$ cat src/hwcl_cfg.svh
// Constants of the host watchdog and configuration lock block.
// Assumes an 8-bit register pointer on the serial port.
`ifndef HWCL_CFG_SVH
`define HWCL_CFG_SVH
// Register offsets
`define HWCL_ADDR_KEEPALIVE 8'h12
`define HWCL_ADDR_UNLOCK    8'h13
`define HWCL_ADDR_TMOCFG    8'h14
`define HWCL_ADDR_PROTCFG   8'h15
// Reset values
`define HWCL_RST_KEEPALIVE  1'h0
`define HWCL_RST_UNLOCK     8'h00
`define HWCL_RST_TMOCFG     2'h0
`define HWCL_RST_PROTCFG    8'h25
// Field positions
`define HWCL_BIT_KEEPALIVE  0
`define HWCL_TMOSEL_MSB     1
`define HWCL_BIT_UVREARM    7
`define HWCL_BIT_TSDREARM   6
`define HWCL_BIT_TSDGATE    5
`define HWCL_BIT_PREWARN    4
`define HWCL_UVSEL_MSB      3
`define HWCL_UVSEL_LAST     4'hB
// Timeout select codes
`define HWCL_TMO_OFF        2'h0
`define HWCL_TMO_SHORT      2'h1
`define HWCL_TMO_MID        2'h2
`define HWCL_TMO_LONG       2'h3
// Timing
`define HWCL_CLK_HZ         40000000
`define HWCL_MS_PER_S       1000
`define HWCL_TMO_SHORT_MS   16
`define HWCL_TMO_MID_MS     128
`define HWCL_TMO_LONG_MS    1024
`define HWCL_I2C_BITS       4'h8
`endif

$ cat src/hwcl_pkg.sv
// Types of the host watchdog and configuration lock block.
// Assumes nothing of its surroundings.
package hwcl_pkg;
    typedef enum logic [3:0] {
        ST_IDLE,
        ST_ADDR,
        ST_AACK,
        ST_PTR,
        ST_PACK,
        ST_WR,
        ST_WACK,
        ST_RD,
        ST_RACK
    } hwcl_state_t;
endpackage : hwcl_pkg

$ cat src/hwcl_regs.sv
// Serial target, host watchdog, configuration lock and protection settings.
// Assumes SCL, SDA and the hot flag are asynchronous pins; SDA is open drain outside.
// Summary of operation
// - Missed keepalive sets the timeout flag and pulls the interrupt low.
// - Timeout select: 00 off, 01 16 ms, 10 128 ms, 11 1024 ms.
// - Unlock register holds an 8-bit key; correct key unlocks configuration.
// - Configuration registers come out of reset locked.
// - Protection bit 7 enables undervoltage auto-rearm from lock.
// - Protection bit 6 enables thermal auto-rearm from lock.
// - With gate bit set, power-up is refused while junction is above 125 C.
// - Pre-warning select: 0 gives 140 C, 1 gives 130 C.
// - Undervoltage select picks threshold pair; codes 1100 to 1111 unavailable.
`include "hwcl_cfg.svh"

module hwcl_regs
    import hwcl_pkg::*;
#(
    parameter logic [6:0]       DEV_ADDR      = 7'h10,  // Arbitrary value
    parameter logic [7:0]       UNLOCK_KEY    = 8'h5A,  // Arbitrary value
    parameter int               CNT_W         = 26,
    parameter logic [CNT_W-1:0] TMO_SHORT_CYC =
        CNT_W'(64'(`HWCL_TMO_SHORT_MS) * 64'(`HWCL_CLK_HZ) / 64'(`HWCL_MS_PER_S)),
    parameter logic [CNT_W-1:0] TMO_MID_CYC   =
        CNT_W'(64'(`HWCL_TMO_MID_MS) * 64'(`HWCL_CLK_HZ) / 64'(`HWCL_MS_PER_S)),
    parameter logic [CNT_W-1:0] TMO_LONG_CYC  =
        CNT_W'(64'(`HWCL_TMO_LONG_MS) * 64'(`HWCL_CLK_HZ) / 64'(`HWCL_MS_PER_S))
)(
    input  wire logic       core_clk,
    input  wire logic       resetn,
    input  wire logic       sclIn,
    input  wire logic       sdaIn,
    output logic            sdaOut,
    output logic            sdaOe,
    output logic            intN,
    output logic            hostTimeoutFlag,
    output logic            cfgUnlocked,
    output logic            undervoltLockRearm,
    output logic            thermalLockRearm,
    output logic            thermalStartupGate,
    output logic            thermalPrewarnSelect,
    output logic [3:0]      undervoltThresholdSelect,
    input  wire logic       tjOver125,
    input  wire logic       powerUpReq,
    output logic            powerUpAllowed
);

    // Pin synchronisers
    logic sclMeta_r, sclSync_r, sclPrev_r, sdaMeta_r, sdaSync_r, sdaPrev_r, hotMeta_r, hotSync_r;
    logic sclMeta_nxt, sclSync_nxt, sclPrev_nxt, sdaMeta_nxt, sdaSync_nxt, sdaPrev_nxt;
    logic hotMeta_nxt, hotSync_nxt;
    logic sclRise, sclFall, busStart, busStop;

    always_comb begin
        sclMeta_nxt = sclIn;
        sclSync_nxt = sclMeta_r;
        sclPrev_nxt = sclSync_r;
        sdaMeta_nxt = sdaIn;
        sdaSync_nxt = sdaMeta_r;
        sdaPrev_nxt = sdaSync_r;
        hotMeta_nxt = tjOver125;
        hotSync_nxt = hotMeta_r;
    end

    always_ff @(posedge core_clk) begin
        if (!resetn) begin
            sclMeta_r <= 1'b1;
            sclSync_r <= 1'b1;
            sclPrev_r <= 1'b1;
            sdaMeta_r <= 1'b1;
            sdaSync_r <= 1'b1;
            sdaPrev_r <= 1'b1;
            hotMeta_r <= 1'b0;
            hotSync_r <= 1'b0;
        end else begin
            sclMeta_r <= sclMeta_nxt;
            sclSync_r <= sclSync_nxt;
            sclPrev_r <= sclPrev_nxt;
            sdaMeta_r <= sdaMeta_nxt;
            sdaSync_r <= sdaSync_nxt;
            sdaPrev_r <= sdaPrev_nxt;
            hotMeta_r <= hotMeta_nxt;
            hotSync_r <= hotSync_nxt;
        end
    end

    assign sclRise  = sclSync_r & ~sclPrev_r;
    assign sclFall  = ~sclSync_r & sclPrev_r;
    assign busStart = sclSync_r & sclPrev_r & sdaPrev_r & ~sdaSync_r;
    assign busStop  = sclSync_r & sclPrev_r & ~sdaPrev_r & sdaSync_r;

    // Register state
    logic            keepalive_r, keepalive_nxt, unlocked_r, unlocked_nxt;
    logic [7:0]      key_r, key_nxt, prot_r, prot_nxt;
    logic [1:0]      tmoSel_r, tmoSel_nxt;
    logic [7:0]      rdByte;

    // Serial target state
    hwcl_state_t     state_r, state_nxt;
    logic [3:0]      bitCnt_r, bitCnt_nxt;
    logic [7:0]      shift_r, shift_nxt, ptr_r, ptr_nxt;
    logic            rw_r, rw_nxt, oe_r, oe_nxt, mack_r, mack_nxt, wrEn;

    always_comb begin
        case (ptr_r)
            `HWCL_ADDR_KEEPALIVE: rdByte = 8'(keepalive_r);
            `HWCL_ADDR_UNLOCK:    rdByte = key_r;
            `HWCL_ADDR_TMOCFG:    rdByte = 8'(tmoSel_r);
            `HWCL_ADDR_PROTCFG:   rdByte = prot_r;
            default:              rdByte = 8'h00;
        endcase
    end

    always_comb begin
        state_nxt  = state_r;
        bitCnt_nxt = bitCnt_r;
        shift_nxt  = shift_r;
        ptr_nxt    = ptr_r;
        rw_nxt     = rw_r;
        oe_nxt     = oe_r;
        mack_nxt   = mack_r;
        wrEn       = 1'b0;
        if (busStop) begin
            state_nxt = ST_IDLE;
            oe_nxt    = 1'b0;
        end else if (busStart) begin
            state_nxt  = ST_ADDR;
            bitCnt_nxt = 4'h0;
            oe_nxt     = 1'b0;
        end else begin
            case (state_r)
                ST_IDLE: begin
                end
                ST_ADDR, ST_PTR, ST_WR: begin
                    if (sclRise && bitCnt_r != `HWCL_I2C_BITS) begin
                        shift_nxt  = {shift_r[6:0], sdaSync_r};
                        bitCnt_nxt = bitCnt_r + 4'h1;
                    end else if (sclFall && bitCnt_r == `HWCL_I2C_BITS) begin
                        bitCnt_nxt = 4'h0;
                        oe_nxt     = 1'b1;
                        if (state_r == ST_ADDR) begin
                            if (shift_r[7:1] == DEV_ADDR) begin
                                state_nxt = ST_AACK;
                                rw_nxt    = shift_r[0];
                            end else begin
                                state_nxt = ST_IDLE;
                                oe_nxt    = 1'b0;
                            end
                        end else if (state_r == ST_PTR) begin
                            ptr_nxt   = shift_r;
                            state_nxt = ST_PACK;
                        end else begin
                            wrEn      = 1'b1;
                            state_nxt = ST_WACK;
                        end
                    end
                end
                ST_AACK: begin
                    if (sclFall && rw_r) begin
                        shift_nxt = rdByte;
                        oe_nxt    = ~rdByte[7];
                        state_nxt = ST_RD;
                    end else if (sclFall) begin
                        oe_nxt    = 1'b0;
                        state_nxt = ST_PTR;
                    end
                end
                ST_PACK: begin
                    if (sclFall) begin
                        oe_nxt    = 1'b0;
                        state_nxt = ST_WR;
                    end
                end
                ST_WACK: begin
                    if (sclFall) begin
                        oe_nxt    = 1'b0;
                        ptr_nxt   = ptr_r + 8'h01;
                        state_nxt = ST_WR;
                    end
                end
                ST_RD: begin
                    if (sclFall && bitCnt_r == `HWCL_I2C_BITS - 4'h1) begin
                        oe_nxt     = 1'b0;
                        bitCnt_nxt = 4'h0;
                        ptr_nxt    = ptr_r + 8'h01;
                        state_nxt  = ST_RACK;
                    end else if (sclFall) begin
                        shift_nxt  = {shift_r[6:0], 1'b0};
                        oe_nxt     = ~shift_r[6];
                        bitCnt_nxt = bitCnt_r + 4'h1;
                    end
                end
                ST_RACK: begin
                    if (sclRise) begin
                        mack_nxt = ~sdaSync_r;
                    end else if (sclFall && mack_r) begin
                        shift_nxt = rdByte;
                        oe_nxt    = ~rdByte[7];
                        state_nxt = ST_RD;
                    end else if (sclFall) begin
                        state_nxt = ST_IDLE;
                    end
                end
                default: begin
                    state_nxt = ST_IDLE;
                    oe_nxt    = 1'b0;
                end
            endcase
        end
    end

    always_ff @(posedge core_clk) begin
        if (!resetn) begin
            state_r  <= ST_IDLE;
            bitCnt_r <= 4'h0;
            shift_r  <= 8'h00;
            ptr_r    <= 8'h00;
            rw_r     <= 1'b0;
            oe_r     <= 1'b0;
            mack_r   <= 1'b0;
        end else begin
            state_r  <= state_nxt;
            bitCnt_r <= bitCnt_nxt;
            shift_r  <= shift_nxt;
            ptr_r    <= ptr_nxt;
            rw_r     <= rw_nxt;
            oe_r     <= oe_nxt;
            mack_r   <= mack_nxt;
        end
    end

    // Register writes and lock
    logic kick, selChg;
    assign kick   = wrEn && ptr_r == `HWCL_ADDR_KEEPALIVE;
    assign selChg = wrEn && ptr_r == `HWCL_ADDR_TMOCFG && unlocked_r;

    always_comb begin
        keepalive_nxt = keepalive_r;
        key_nxt       = key_r;
        unlocked_nxt  = unlocked_r;
        tmoSel_nxt    = tmoSel_r;
        prot_nxt      = prot_r;
        if (wrEn) begin
            case (ptr_r)
                `HWCL_ADDR_KEEPALIVE: keepalive_nxt = shift_r[`HWCL_BIT_KEEPALIVE];
                `HWCL_ADDR_UNLOCK: begin
                    key_nxt      = shift_r;
                    unlocked_nxt = (shift_r == UNLOCK_KEY);
                end
                `HWCL_ADDR_TMOCFG: begin
                    if (unlocked_r) begin
                        tmoSel_nxt = shift_r[`HWCL_TMOSEL_MSB:0];
                    end
                end
                `HWCL_ADDR_PROTCFG: begin
                    if (unlocked_r) begin
                        prot_nxt[`HWCL_BIT_UVREARM:`HWCL_BIT_PREWARN] =
                            shift_r[`HWCL_BIT_UVREARM:`HWCL_BIT_PREWARN];
                        // Unavailable threshold codes are dropped
                        if (shift_r[`HWCL_UVSEL_MSB:0] <= `HWCL_UVSEL_LAST) begin
                            prot_nxt[`HWCL_UVSEL_MSB:0] = shift_r[`HWCL_UVSEL_MSB:0];
                        end
                    end
                end
                default: begin
                end
            endcase
        end
    end

    always_ff @(posedge core_clk) begin
        if (!resetn) begin
            keepalive_r <= `HWCL_RST_KEEPALIVE;
            key_r       <= `HWCL_RST_UNLOCK;
            unlocked_r  <= 1'b0;
            tmoSel_r    <= `HWCL_RST_TMOCFG;
            prot_r      <= `HWCL_RST_PROTCFG;
        end else begin
            keepalive_r <= keepalive_nxt;
            key_r       <= key_nxt;
            unlocked_r  <= unlocked_nxt;
            tmoSel_r    <= tmoSel_nxt;
            prot_r      <= prot_nxt;
        end
    end

    // Host watchdog
    logic [CNT_W-1:0] wdCnt_r, wdCnt_nxt, wdLimit;
    logic             flag_r, flag_nxt, wdOn, wdHit;

    always_comb begin
        case (tmoSel_r)
            `HWCL_TMO_SHORT: wdLimit = TMO_SHORT_CYC;
            `HWCL_TMO_MID:   wdLimit = TMO_MID_CYC;
            `HWCL_TMO_LONG:  wdLimit = TMO_LONG_CYC;
            default:         wdLimit = TMO_SHORT_CYC;
        endcase
        wdOn  = (tmoSel_r != `HWCL_TMO_OFF);
        wdHit = wdOn && !kick && !selChg && (wdCnt_r == wdLimit - CNT_W'(1));
        wdCnt_nxt = (!wdOn || kick || selChg || wdHit) ? '0 : wdCnt_r + CNT_W'(1);
        // A keepalive in the final cycle still counts as in time
        flag_nxt = wdHit ? 1'b1 : (kick ? 1'b0 : flag_r);
    end

    always_ff @(posedge core_clk) begin
        if (!resetn) begin
            wdCnt_r <= '0;
            flag_r  <= 1'b0;
        end else begin
            wdCnt_r <= wdCnt_nxt;
            flag_r  <= flag_nxt;
        end
    end

    // Power-up gating
    logic pwrOk_r, pwrOk_nxt;

    always_comb begin
        pwrOk_nxt = powerUpReq && !(prot_r[`HWCL_BIT_TSDGATE] && hotSync_r);
    end

    always_ff @(posedge core_clk) begin
        if (!resetn) begin
            pwrOk_r <= 1'b0;
        end else begin
            pwrOk_r <= pwrOk_nxt;
        end
    end

    assign sdaOut                   = 1'b0;
    assign sdaOe                    = oe_r;
    assign intN                     = ~flag_r;
    assign hostTimeoutFlag          = flag_r;
    assign cfgUnlocked              = unlocked_r;
    assign undervoltLockRearm       = prot_r[`HWCL_BIT_UVREARM];
    assign thermalLockRearm         = prot_r[`HWCL_BIT_TSDREARM];
    assign thermalStartupGate       = prot_r[`HWCL_BIT_TSDGATE];
    assign thermalPrewarnSelect     = prot_r[`HWCL_BIT_PREWARN];
    assign undervoltThresholdSelect = prot_r[`HWCL_UVSEL_MSB:0];
    assign powerUpAllowed           = pwrOk_r;
endmodule : hwcl_regs

$ cat config.mk
export PLATFORM = sky130hd
export DESIGN_NAME = hwcl_regs
export DESIGN_NICKNAME = d
export VERILOG_FILES = /design/src/hwcl_pkg.sv /design/src/hwcl_regs.sv
export VERILOG_INCLUDE_DIRS = /design/src
export SDC_FILE = /design/constraint.sdc
export NUM_CORES = 1
export LEC_CHECK = 0
export ABC_AREA = 1
export BUFFER_PORTS_ARGS = -buffer_cell sky130_fd_sc_hd__buf_2
export CAP_MARGIN = 20
export CELL_PAD_IN_SITES_DETAIL_PLACEMENT = 1
export CELL_PAD_IN_SITES_GLOBAL_PLACEMENT = 1
export CORE_MARGIN = 2
export CORE_UTILIZATION = 35
export DETAILED_ROUTE_END_ITERATION = 8
export PLACE_DENSITY_LB_ADDON = 0.1
export SYNTH_ARGS = -nofsm -noshare
export SYNTH_HDL_FRONTEND = slang
export SYNTH_SLANG_ARGS = --single-unit
$ cat constraint.sdc
create_clock -name core_clk -period 1.9 [get_ports core_clk]
set_input_delay 0.285 -clock core_clk [delete_from_list [all_inputs] [get_ports core_clk]]
set_output_delay 0.285 -clock core_clk [all_outputs]
set_load 0.005 [all_outputs]
### Yosys cells after proc, flatten, opt, wreduce, memory -nomap -nowiden

Index checks and enable logic that the tools add are counted.

| word-level totals | value |
|---|---|
| register bits after elaboration | 83 |
| bits in latches | 0 |
| bits in writable memories | 0 |
| memory bits (read-only) | 0 |
| input bits | 6 |
| output and inout port bits | 14 |
| word-level logic and storage cells | 195 |
| memories kept | 0 |

| cells by class | value |
|---|---|
| add/sub/neg operators | 4 |
| multiply operators | 0 |
| divide/modulo/power cells | 0 |
| magnitude comparators | 1 |
| equal/unequal tests | 46 |
| shift-type cells | 0 |
| muxes and demuxes | 56 |
| bitwise gates (word level) | 19 |
| reduce and logical (&&, ||, !) cells | 44 |

Operator list:

| kind | number |
|---|---|
| $mux 8 | 12 |
| $pmux 8 s4 | 2 |
| $mux 4 | 15 |
| $pmux 26 s2 | 1 |
| $eq 8x5->1 const B | 4 |
| $add 26x1->26 const B | 1 |
| $eq 26x26->1 | 1 |
| $ne 2x2->1 const B | 13 |
| $sub 26x1->26 const B | 1 |
| $pmux 4 s6 | 1 |
| $pmux 8 s3 | 1 |
| $ne 3x3->1 const B | 7 |
| $eq 4x3->1 const B | 5 |
| $mux 1 | 20 |
| $ne 4x4->1 const B | 5 |
| $reduce_and 9->1 | 2 |
| $reduce_and 8->1 | 2 |
| $logic_and 1x1->1 | 13 |
| $not 1->1 | 12 |
| $reduce_and 4->1 | 3 |
| $add 8x1->8 const B | 1 |
| $eq 4x2->1 const B | 2 |
| $eq 4x4->1 const B | 2 |
| $eq 8x7->1 const B | 1 |
| other kinds (23) | 43 |

### Longest topological paths before layout

Gate-level depths: netlist of run 1.

| logic depth | value |
|---|---|
| depth in word-level cells | 15 |
| gate-level depth with buffers | 13 |
| depth with buffers taken out | 12 |

### Least setup slack after synthesis of run 1

Ideal clock, no wire load.

| timing | value |
|---|---|
| kind | register to register |
| start | reg wdCnt_r[0] |
| end | reg wdCnt_r[6] |
| library setup time | 0.116 ns |
| arrival time | 1.496 ns |
| required time | 1.784 ns |
| setup slack | 0.288 ns |
| stages on the path, launching flop included | 10 |
| path buffers | 1 |
| period minus slack after synthesis | 1.612 ns |
| cell sequence | dfxtp_1 > ha_1 > nand3_1 > inv_1 > nand3_1 > a21oi_1 > nand2_1 > nand3_2 > buf_6 > nor2_1 |

| between the ends | value |
|---|---|
| cells in the longest elaborated chain, start to end | 4 |
| elaborated cells between the ends (all ways) | 5 |
| those cells by class | add/sub (1); eq/ne (1); reduce/logical (3) |

Ends and longest elaborated chain:

| element | line | text |
|---|---|---|
| from (decl) | hwcl_regs.sv:287 | `logic [CNT_W-1:0] wdCnt_r, wdCnt_nxt, wdLimit;` |
| from (signal assigned) | hwcl_regs.sv:309 | `wdCnt_r <= wdCnt_nxt;` |
| branches (longest 4 deep; another with $add 26x1->26) | -- |  |

Several ways; the timed one is not identified.
A chain may end at the register's enable or synchronous reset.

### Worst setup path after layout of run 1

| timing | value |
|---|---|
| start | reg bitCnt_r[0] |
| end | reg ptr_r[5] |

| between the ends | value |
|---|---|
| cells in the longest elaborated chain, start to end | 4 |
| elaborated cells between the ends (all ways) | 10 |
| those cells by class | eq/ne (6); reduce/logical (4) |

Ends and longest elaborated chain:

| element | line | text |
|---|---|---|
| from (decl) | hwcl_regs.sv:99 | `logic [3:0] bitCnt_r, bitCnt_nxt;` |
| from (signal assigned) | hwcl_regs.sv:222 | `bitCnt_r <= bitCnt_nxt;` |
| $eq 4x3->1 (tied with other cells) | hwcl_regs.sv:181 | `` if (sclFall && bitCnt_r == `HWCL_I2C_BITS - 4'h1) begin `` |
| $logic_and 1x1->1, on equally long branches | -- |  |
| $ne 2x2->1 (no line) | -- |  |
| $reduce_and 9->1 (no line) (*) | -- |  |
| to (signal assigned) | hwcl_regs.sv:224 | `ptr_r <= ptr_nxt;` |
| to (decl) | hwcl_regs.sv:100 | `logic [7:0] shift_r, shift_nxt, ptr_r, ptr_nxt;` |

Mark *: on every way between the ends. The rest lies on a longest branch, timed or not.

==> impl_metrics.ini, run 1 <==
[sta]
rsz0062_at_grt = true
tns_ns = 0
clock.fmax_mhz = 560.4
finalSetupViolCount = 0
hold_violations = 0
layout_setup_ws_ns = 0.1156
skew_ns = 0.006456
fin_crit_sh = 0.9392
final_max_slew_viol_count = 0
period_needed_ns = 1.784
holdWs_ns = 0.1148

[critical_path]
slowest_delay_ns = 0.34
crit_type = reg -> reg
crit_chain = inv_1, ha_1, nand2_1, nor2_2, nand2_1, nand2_1, nand3_1, nor2_4, a21oi_1, and2_1
crit_buf_inv = 1
cp.arrival_ns = 2.03
reg2reg_from = bitCnt_r[0]
reg2reg_depth = 10
slowest_stage = dfxtp_1
cpMostUsedCell = nand2_1
crit_family = simple AND/OR/NAND/NOR gates
startpoint_type = flip-flop
path_depth = 10
worstPathMaxFanout = 5
rr_endpoint = ptr_r[5]
worst_setup_path_end_kind = flip-flop
reg2reg_setup_slack_ns = 0.12
worst_ep_required_time_ns = 2.15

[global_route]
grtUsageTotal = 0.2082
grt_pass1_wl_um = 23260
grt_max_degree = 29
grt_pass1_vias = 4576
grt_overflow = 0
antenna_found_initial = 0

[drt]
route.detailed.drc = 0
vias_per_cell = 4.927
first_pass_iters = 4
vias = 4538
routed_wl_um = 14590
drtIter0Drc = 190
postRouteAntennaNets = 0
wire_per_inst_um = 15.84

[pwr]
p_per_area_nw_per_um2 = 703.2
ir_worst_vdd_uv = 370.0
leakage_uw = 0.002315

[synthesis]
syn_area_um2 = 4644
synth-seq-area-share = 0.3578
syn_inst = 700
synthTopCellsByCount = nand2_1 (167), nor2_1 (102), inv_1 (90), dfxtp_1 (83), nand3_1 (50)
synthFlopType = dfxtp_1
ys_warn_count = 0
synth_top_area_cell = dfxtp_1
yosysUniqueCellTypes = 37
synthArstFlopShare = 0
synth_edf_count = 0
synth.most_common_cell = nand2_1
avgSynthCellArea_um2 = 6.635
ys_ff_latch = 83
syn-num-nets = 713
synth_top_cell_area_share = 0.3578
yosys-top-cells-area = dfxtp_1 (36%), nand2_1 (13%), nor2_1 (8.2%)

[flow_run]
maxCapViolations = 0

[worst_hold_path]
hold-path-cell-count = 3
hp-start = tjOver125
hold_end = hotMeta_r
hp-class = in -> reg

[layout]
multiInputGateArea_um2 = 2576
drive_above_1_share = 0.1409
regArea_um2 = 1665
stdcell_area_um2 = 5400
n_fill_cell = 1718
antennaDiodeCount = 0
syn_to_final_growth_pct = 16.27
final_nets = 753

[floorplanning]
ios = 20
dieArea_um2 = 14210
die_y_um = 119.2
rows = 42
core-area_um2 = 13090
initial_core_util = 0.3549
fp.dieW_um = 119.2

[clock_network]
clock-sinks = 83
clock_path_buffers = 2
numCtsBuffers = 9
cts-root-buf = clkbuf_16
clock_latency_ns = 0.35
h-tree-depth = 3
cts_tree = yes
clkSlewWorstSetupHoldPaths_ns = 0.07

[place]
place_ws_ns = 0.05294
dp_hpwl_um = 10760
gp_congestion = 0.8579
dpl_cell_area_um2 = 5035
numPortBuffers = 18

[status]
status = finished clean
## tightest hold or removal path: stages
cell     delay (ns)
buf_2          0.07
nand2_1        0.04
inv_1          0.04
## placed cells by master (no fill, tap or decap), types with 2 or more instances in the layout
cell type	count
and2_1	2
nand2_2	6
nand3_1	48
nand3_2	5
ha_1	7
a21oi_1	38
o21ai_1	3
nor2_2	6
nor4_1	2
inv_1	89
inv_2	6
or2_2	5
buf_4	23
buf_2	18
nand4_1	12
clkinv_2	3
o211ai_1	7
dfxtp_1	80
a211oi_1	2
nor3_1	16
nor2_4	8
o21ai_0	38
o22ai_1	3
nor2_1	100
xor2_1	15
nand4_4	3
xnor2_1	8
clkbuf_16	9
nand2_1	166
dfxtp_2	3
buf_12	2
## per-stage QoR
stage / power [uW] / util / instances
after floorplan: 2043 / - / 700
after global placement: 2117 / 0.3848 / 901
after detailed placement: 2128 / 0.3848 / 901
after CTS: 3838 / 0.4061 / 917
after global routing: 3963 / 0.4127 / 921
final: 3797 / 0.4127 / 921
## layer usage
layer	track usage	up-vias	part of all wire	routed length, um
met5	0	-	0	0
met1	0.2689	2157	0.47	6851
li1	-	2316	-	-
met2	0.3534	49	0.49	7108
met3	0.03065	16	0.026	384
met4	0.07292	0	0.017	247
## state kept, by name, indices dropped and copies added, names as in the netlist, 2 cells and up
register,cells
wdCnt_r,26
bitCnt_r,4
shift_r,8
key_r,8
prot_r,8
tmoSel_r,2
state_r,4
ptr_r,8
## area by class of cell
class	count	area share
sequential	83	0.3084
clock buffer	10	0.04425
clock inverter	6	0.007414
timing repair buffer	43	0.05607
multi-input combinational	508	0.4771
tap	176	0.04078
inverter	95	0.06603
## timing repair
action                                  4_1_cts  5_1_grt
resized for setup                             0       12
endpoints found under the setup margin        0       58
hold buffers                                  0        0
setup buffers                                 0        2
## where the power goes
group          total [uW]  leakage (uW)  internal, uW  switching, uW
Sequential           1810      0.000673          1770           36.4
Combinational         295       0.00150          91.3            204
Clock                1690      0.000139           922            770
Total                3800       0.00231          2790           1010
## worst max-delay path by stage
stage	startpoint	to	slack [ns]
after detailed placement	bitCnt_r[0]	ptr_r[5]	0.05
after global routing	bitCnt_r[0]	ptr_r[3]	-0.05
final	bitCnt_r[0]	ptr_r[5]	0.12
after CTS	bitCnt_r[0]	ptr_r[5]	0.009
after global placement	bitCnt_r[0]	ptr_r[5]	0.12
after floorplan	wdCnt_r[0]	wdCnt_r[6]	0.29
## kinds of logic (layout without fill, tap and decap cells)
| family | after synthesis | in the layout | share of synthesized area |
|---|---|---|---|
| buffers and inverters | 111 | 154 | 0.09941 |
| other | 1 | 1 | 0.0008074 |
| AOI/OAI and AO/OA | 94 | 94 | 0.1088 |
| adders and majority gates | 7 | 7 | 0.01886 |
| xor gates and xnor gates | 23 | 23 | 0.04337 |
| DFF | 83 | 83 | 0.3578 |
| and+or+nand+nor | 381 | 383 | 0.3710 |
No activity file was read; power rests on OpenSTA's default activity.
==> run 2, diff against run 1 <==
Settings changed: PLACE_DENSITY set to 0.74, PLACE_DENSITY_LB_ADDON 0.1 to unset.
==> run 2 against run 1 <==
Critical path type unchanged. Count of clock-buffer cells in the layout shrank 1. Sequential power is essentially flat. Largest cell class unchanged. Combinational power grew 1%. Non-clock buffer count shrank 3.
==> impl_metrics.ini, run 2 (synthesis results as in run 1) <==
[place]
gp_congestion = 0.9224
dpl_cell_area_um2 = 5010
numPortBuffers = 18
place_ws_ns = 0.009581
dp_hpwl_um = 10220
dp_cells = 896

[drt]
routed_wl_um = 13910
drt-met1-wl_um = 6271
dr_wl_met2_um = 6999
wire_per_inst_um = 15.15
dr.max_layer_used = met4
dr_wl_met3_um = 355
postRouteAntennaNets = 0
vias_per_cell = 4.977
drtIter0Drc = 182
route.detailed.drc = 0
first_pass_iters = 4
vias = 4569

[sta]
tns_ns = 0
hold_violations = 0
final_max_slew_viol_count = 0
skew_ns = 0.01224
fin_crit_sh = 0.9842
period_needed_ns = 1.870
finalSetupViolCount = 0
rsz0062_at_grt = true
clock.fmax_mhz = 534.8
holdWs_ns = 0.1184
layout_setup_ws_ns = 0.02997

[global_route]
grt_pass1_wl_um = 22840
grt_overflow = 0
grtUsageTotal = 0.2017
antenna_found_initial = 0
grt_pass1_vias = 4661
grt_max_degree = 43

[critical_path]
critical_path.startpoint = bitCnt_r[1]
crit_type = reg -> reg
reg2reg_from = bitCnt_r[1]
startpoint_type = flip-flop
rr_endpoint = ptr_r[4]
worst_ep_required_time_ns = 2.13
worst_setup_path_end_kind = flip-flop
reg2reg_setup_slack_ns = 0.03
worstPathMaxFanout = 5
cp-endpoint = ptr_r[4]
reg2reg_depth = 9
cp.arrival_ns = 2.10

[layout]
most-common-layout-cells = nand2_1 (167), nor2_1 (102), inv_1 (90), dfxtp_1 (80), nand3_1 (48)
largest_register_ffs = 26
n_fill_cell = 1712
layout_commonest_cell = nand2_1
antennaDiodeCount = 0
syn_to_final_growth_pct = 16.19
regMostFlops = wdCnt_r
final_cells = 918
final_nets = 750
stdcell_area_um2 = 5396
drive_above_1_share = 0.1334

[clock_network]
numCtsBuffers = 9
clock-sinks = 83
clock_latency_ns = 0.35
cts-root-buf = clkbuf_16
clock_path_buffers = 2
h-tree-depth = 3
clkSlewWorstSetupHoldPaths_ns = 0.07
cts_tree = yes

[floorplanning]
ios = 20
fp.dieW_um = 119.2
die_y_um = 119.2
rows = 42
dieArea_um2 = 14210
initial_core_util = 0.3549
core-area_um2 = 13090

[flow_run]
maxCapViolations = 0

[status]
status = finished clean

[pwr]
p_per_area_nw_per_um2 = 709.4
ir_worst_vdd_uv = 374.6
leakage_uw = 0.002312

[worst_hold_path]
hp-class = in -> reg
==> run 2: cell count changes in the layout (fill, tap and decap cells not counted), sizes merged <==
cell    change
inv         +3
clkbuf      -1
clkinv      -2
buf         -3
==> run 2: worst max-delay path, stage by stage, from the launching register on <==
cell and delay [ns]:
dfxtp_1 0.39, ha_1 0.19, nand2_1 0.07, inv_1 0.11, nand3_1 0.14, nand2_1 0.17, nand3_1 0.21, nor2_2 0.27
buf_4 0.15, a21oi_1 0.05
==> run 2: worst min path at each step <==
stage | startpoint | end | slack (ns) | depth (start not counted)
2_1_floorplan | tjOver125 | hotMeta_r | 0.38 | 2
3_3_place_gp | sdaMeta_r | sdaPrev_nxt | 0.40 | 1
3_5_place_dp | sclMeta_r | sclPrev_nxt | 0.40 | 1
4_1_cts | tjOver125 | hotMeta_r | 0.11 | 3
5_1_grt | tjOver125 | hotMeta_r | 0.11 | 3
6_report | tjOver125 | hotMeta_r | 0.12 | 3
==> run 2: layout make-up <==
type | instances | area, um^2 | share of cell area
Clock inverter | 7 | 58.81 | 0.01090
Tap cell | 176 | 220.2 | 0.04081
Inverter | 95 | 356.6 | 0.06608
Timing Repair Buffer | 40 | 292.8 | 0.05425
Sequential cell | 83 | 1665 | 0.3086
Multi-Input combinational cell | 508 | 2577 | 0.4776
Clock buffer | 9 | 225.2 | 0.04173
==> run 2: where the power goes <==
part	total [uW]	switching [uW]	internal (uW)
clock	1720	810	910
combinational	299	203	96.2
sequential	1810	37.6	1770
total	3830	1050	2780
==> run 2: per-stage QoR <==
step	util	power [uW]
floorplan	-	2043
global placement	0.3829	2109
detailed placement	0.3829	2125
CTS	0.4050	3857
global route	0.4124	3980
finish	0.4124	3828
==> run 2: metal layers <==
| layer | track usage | vias to the layer above |
|---|---|---|
| li1 | - | 2299 |
| met1 | 0.2510 | 2198 |
| met2 | 0.3459 | 50 |
| met3 | 0.03927 | 22 |
| met4 | 0.07217 | 0 |
| met5 | 0 | - |
==> run 2: repair_timing <==
item | in CTS | in global routing
buffers inserted | 0 | 4
hold buffers | 0 | 0
gates cloned | 0 | 2
pin swaps | 0 | 4
resized for setup | 1 | 10
endpoints found under the setup margin | 1 | 53
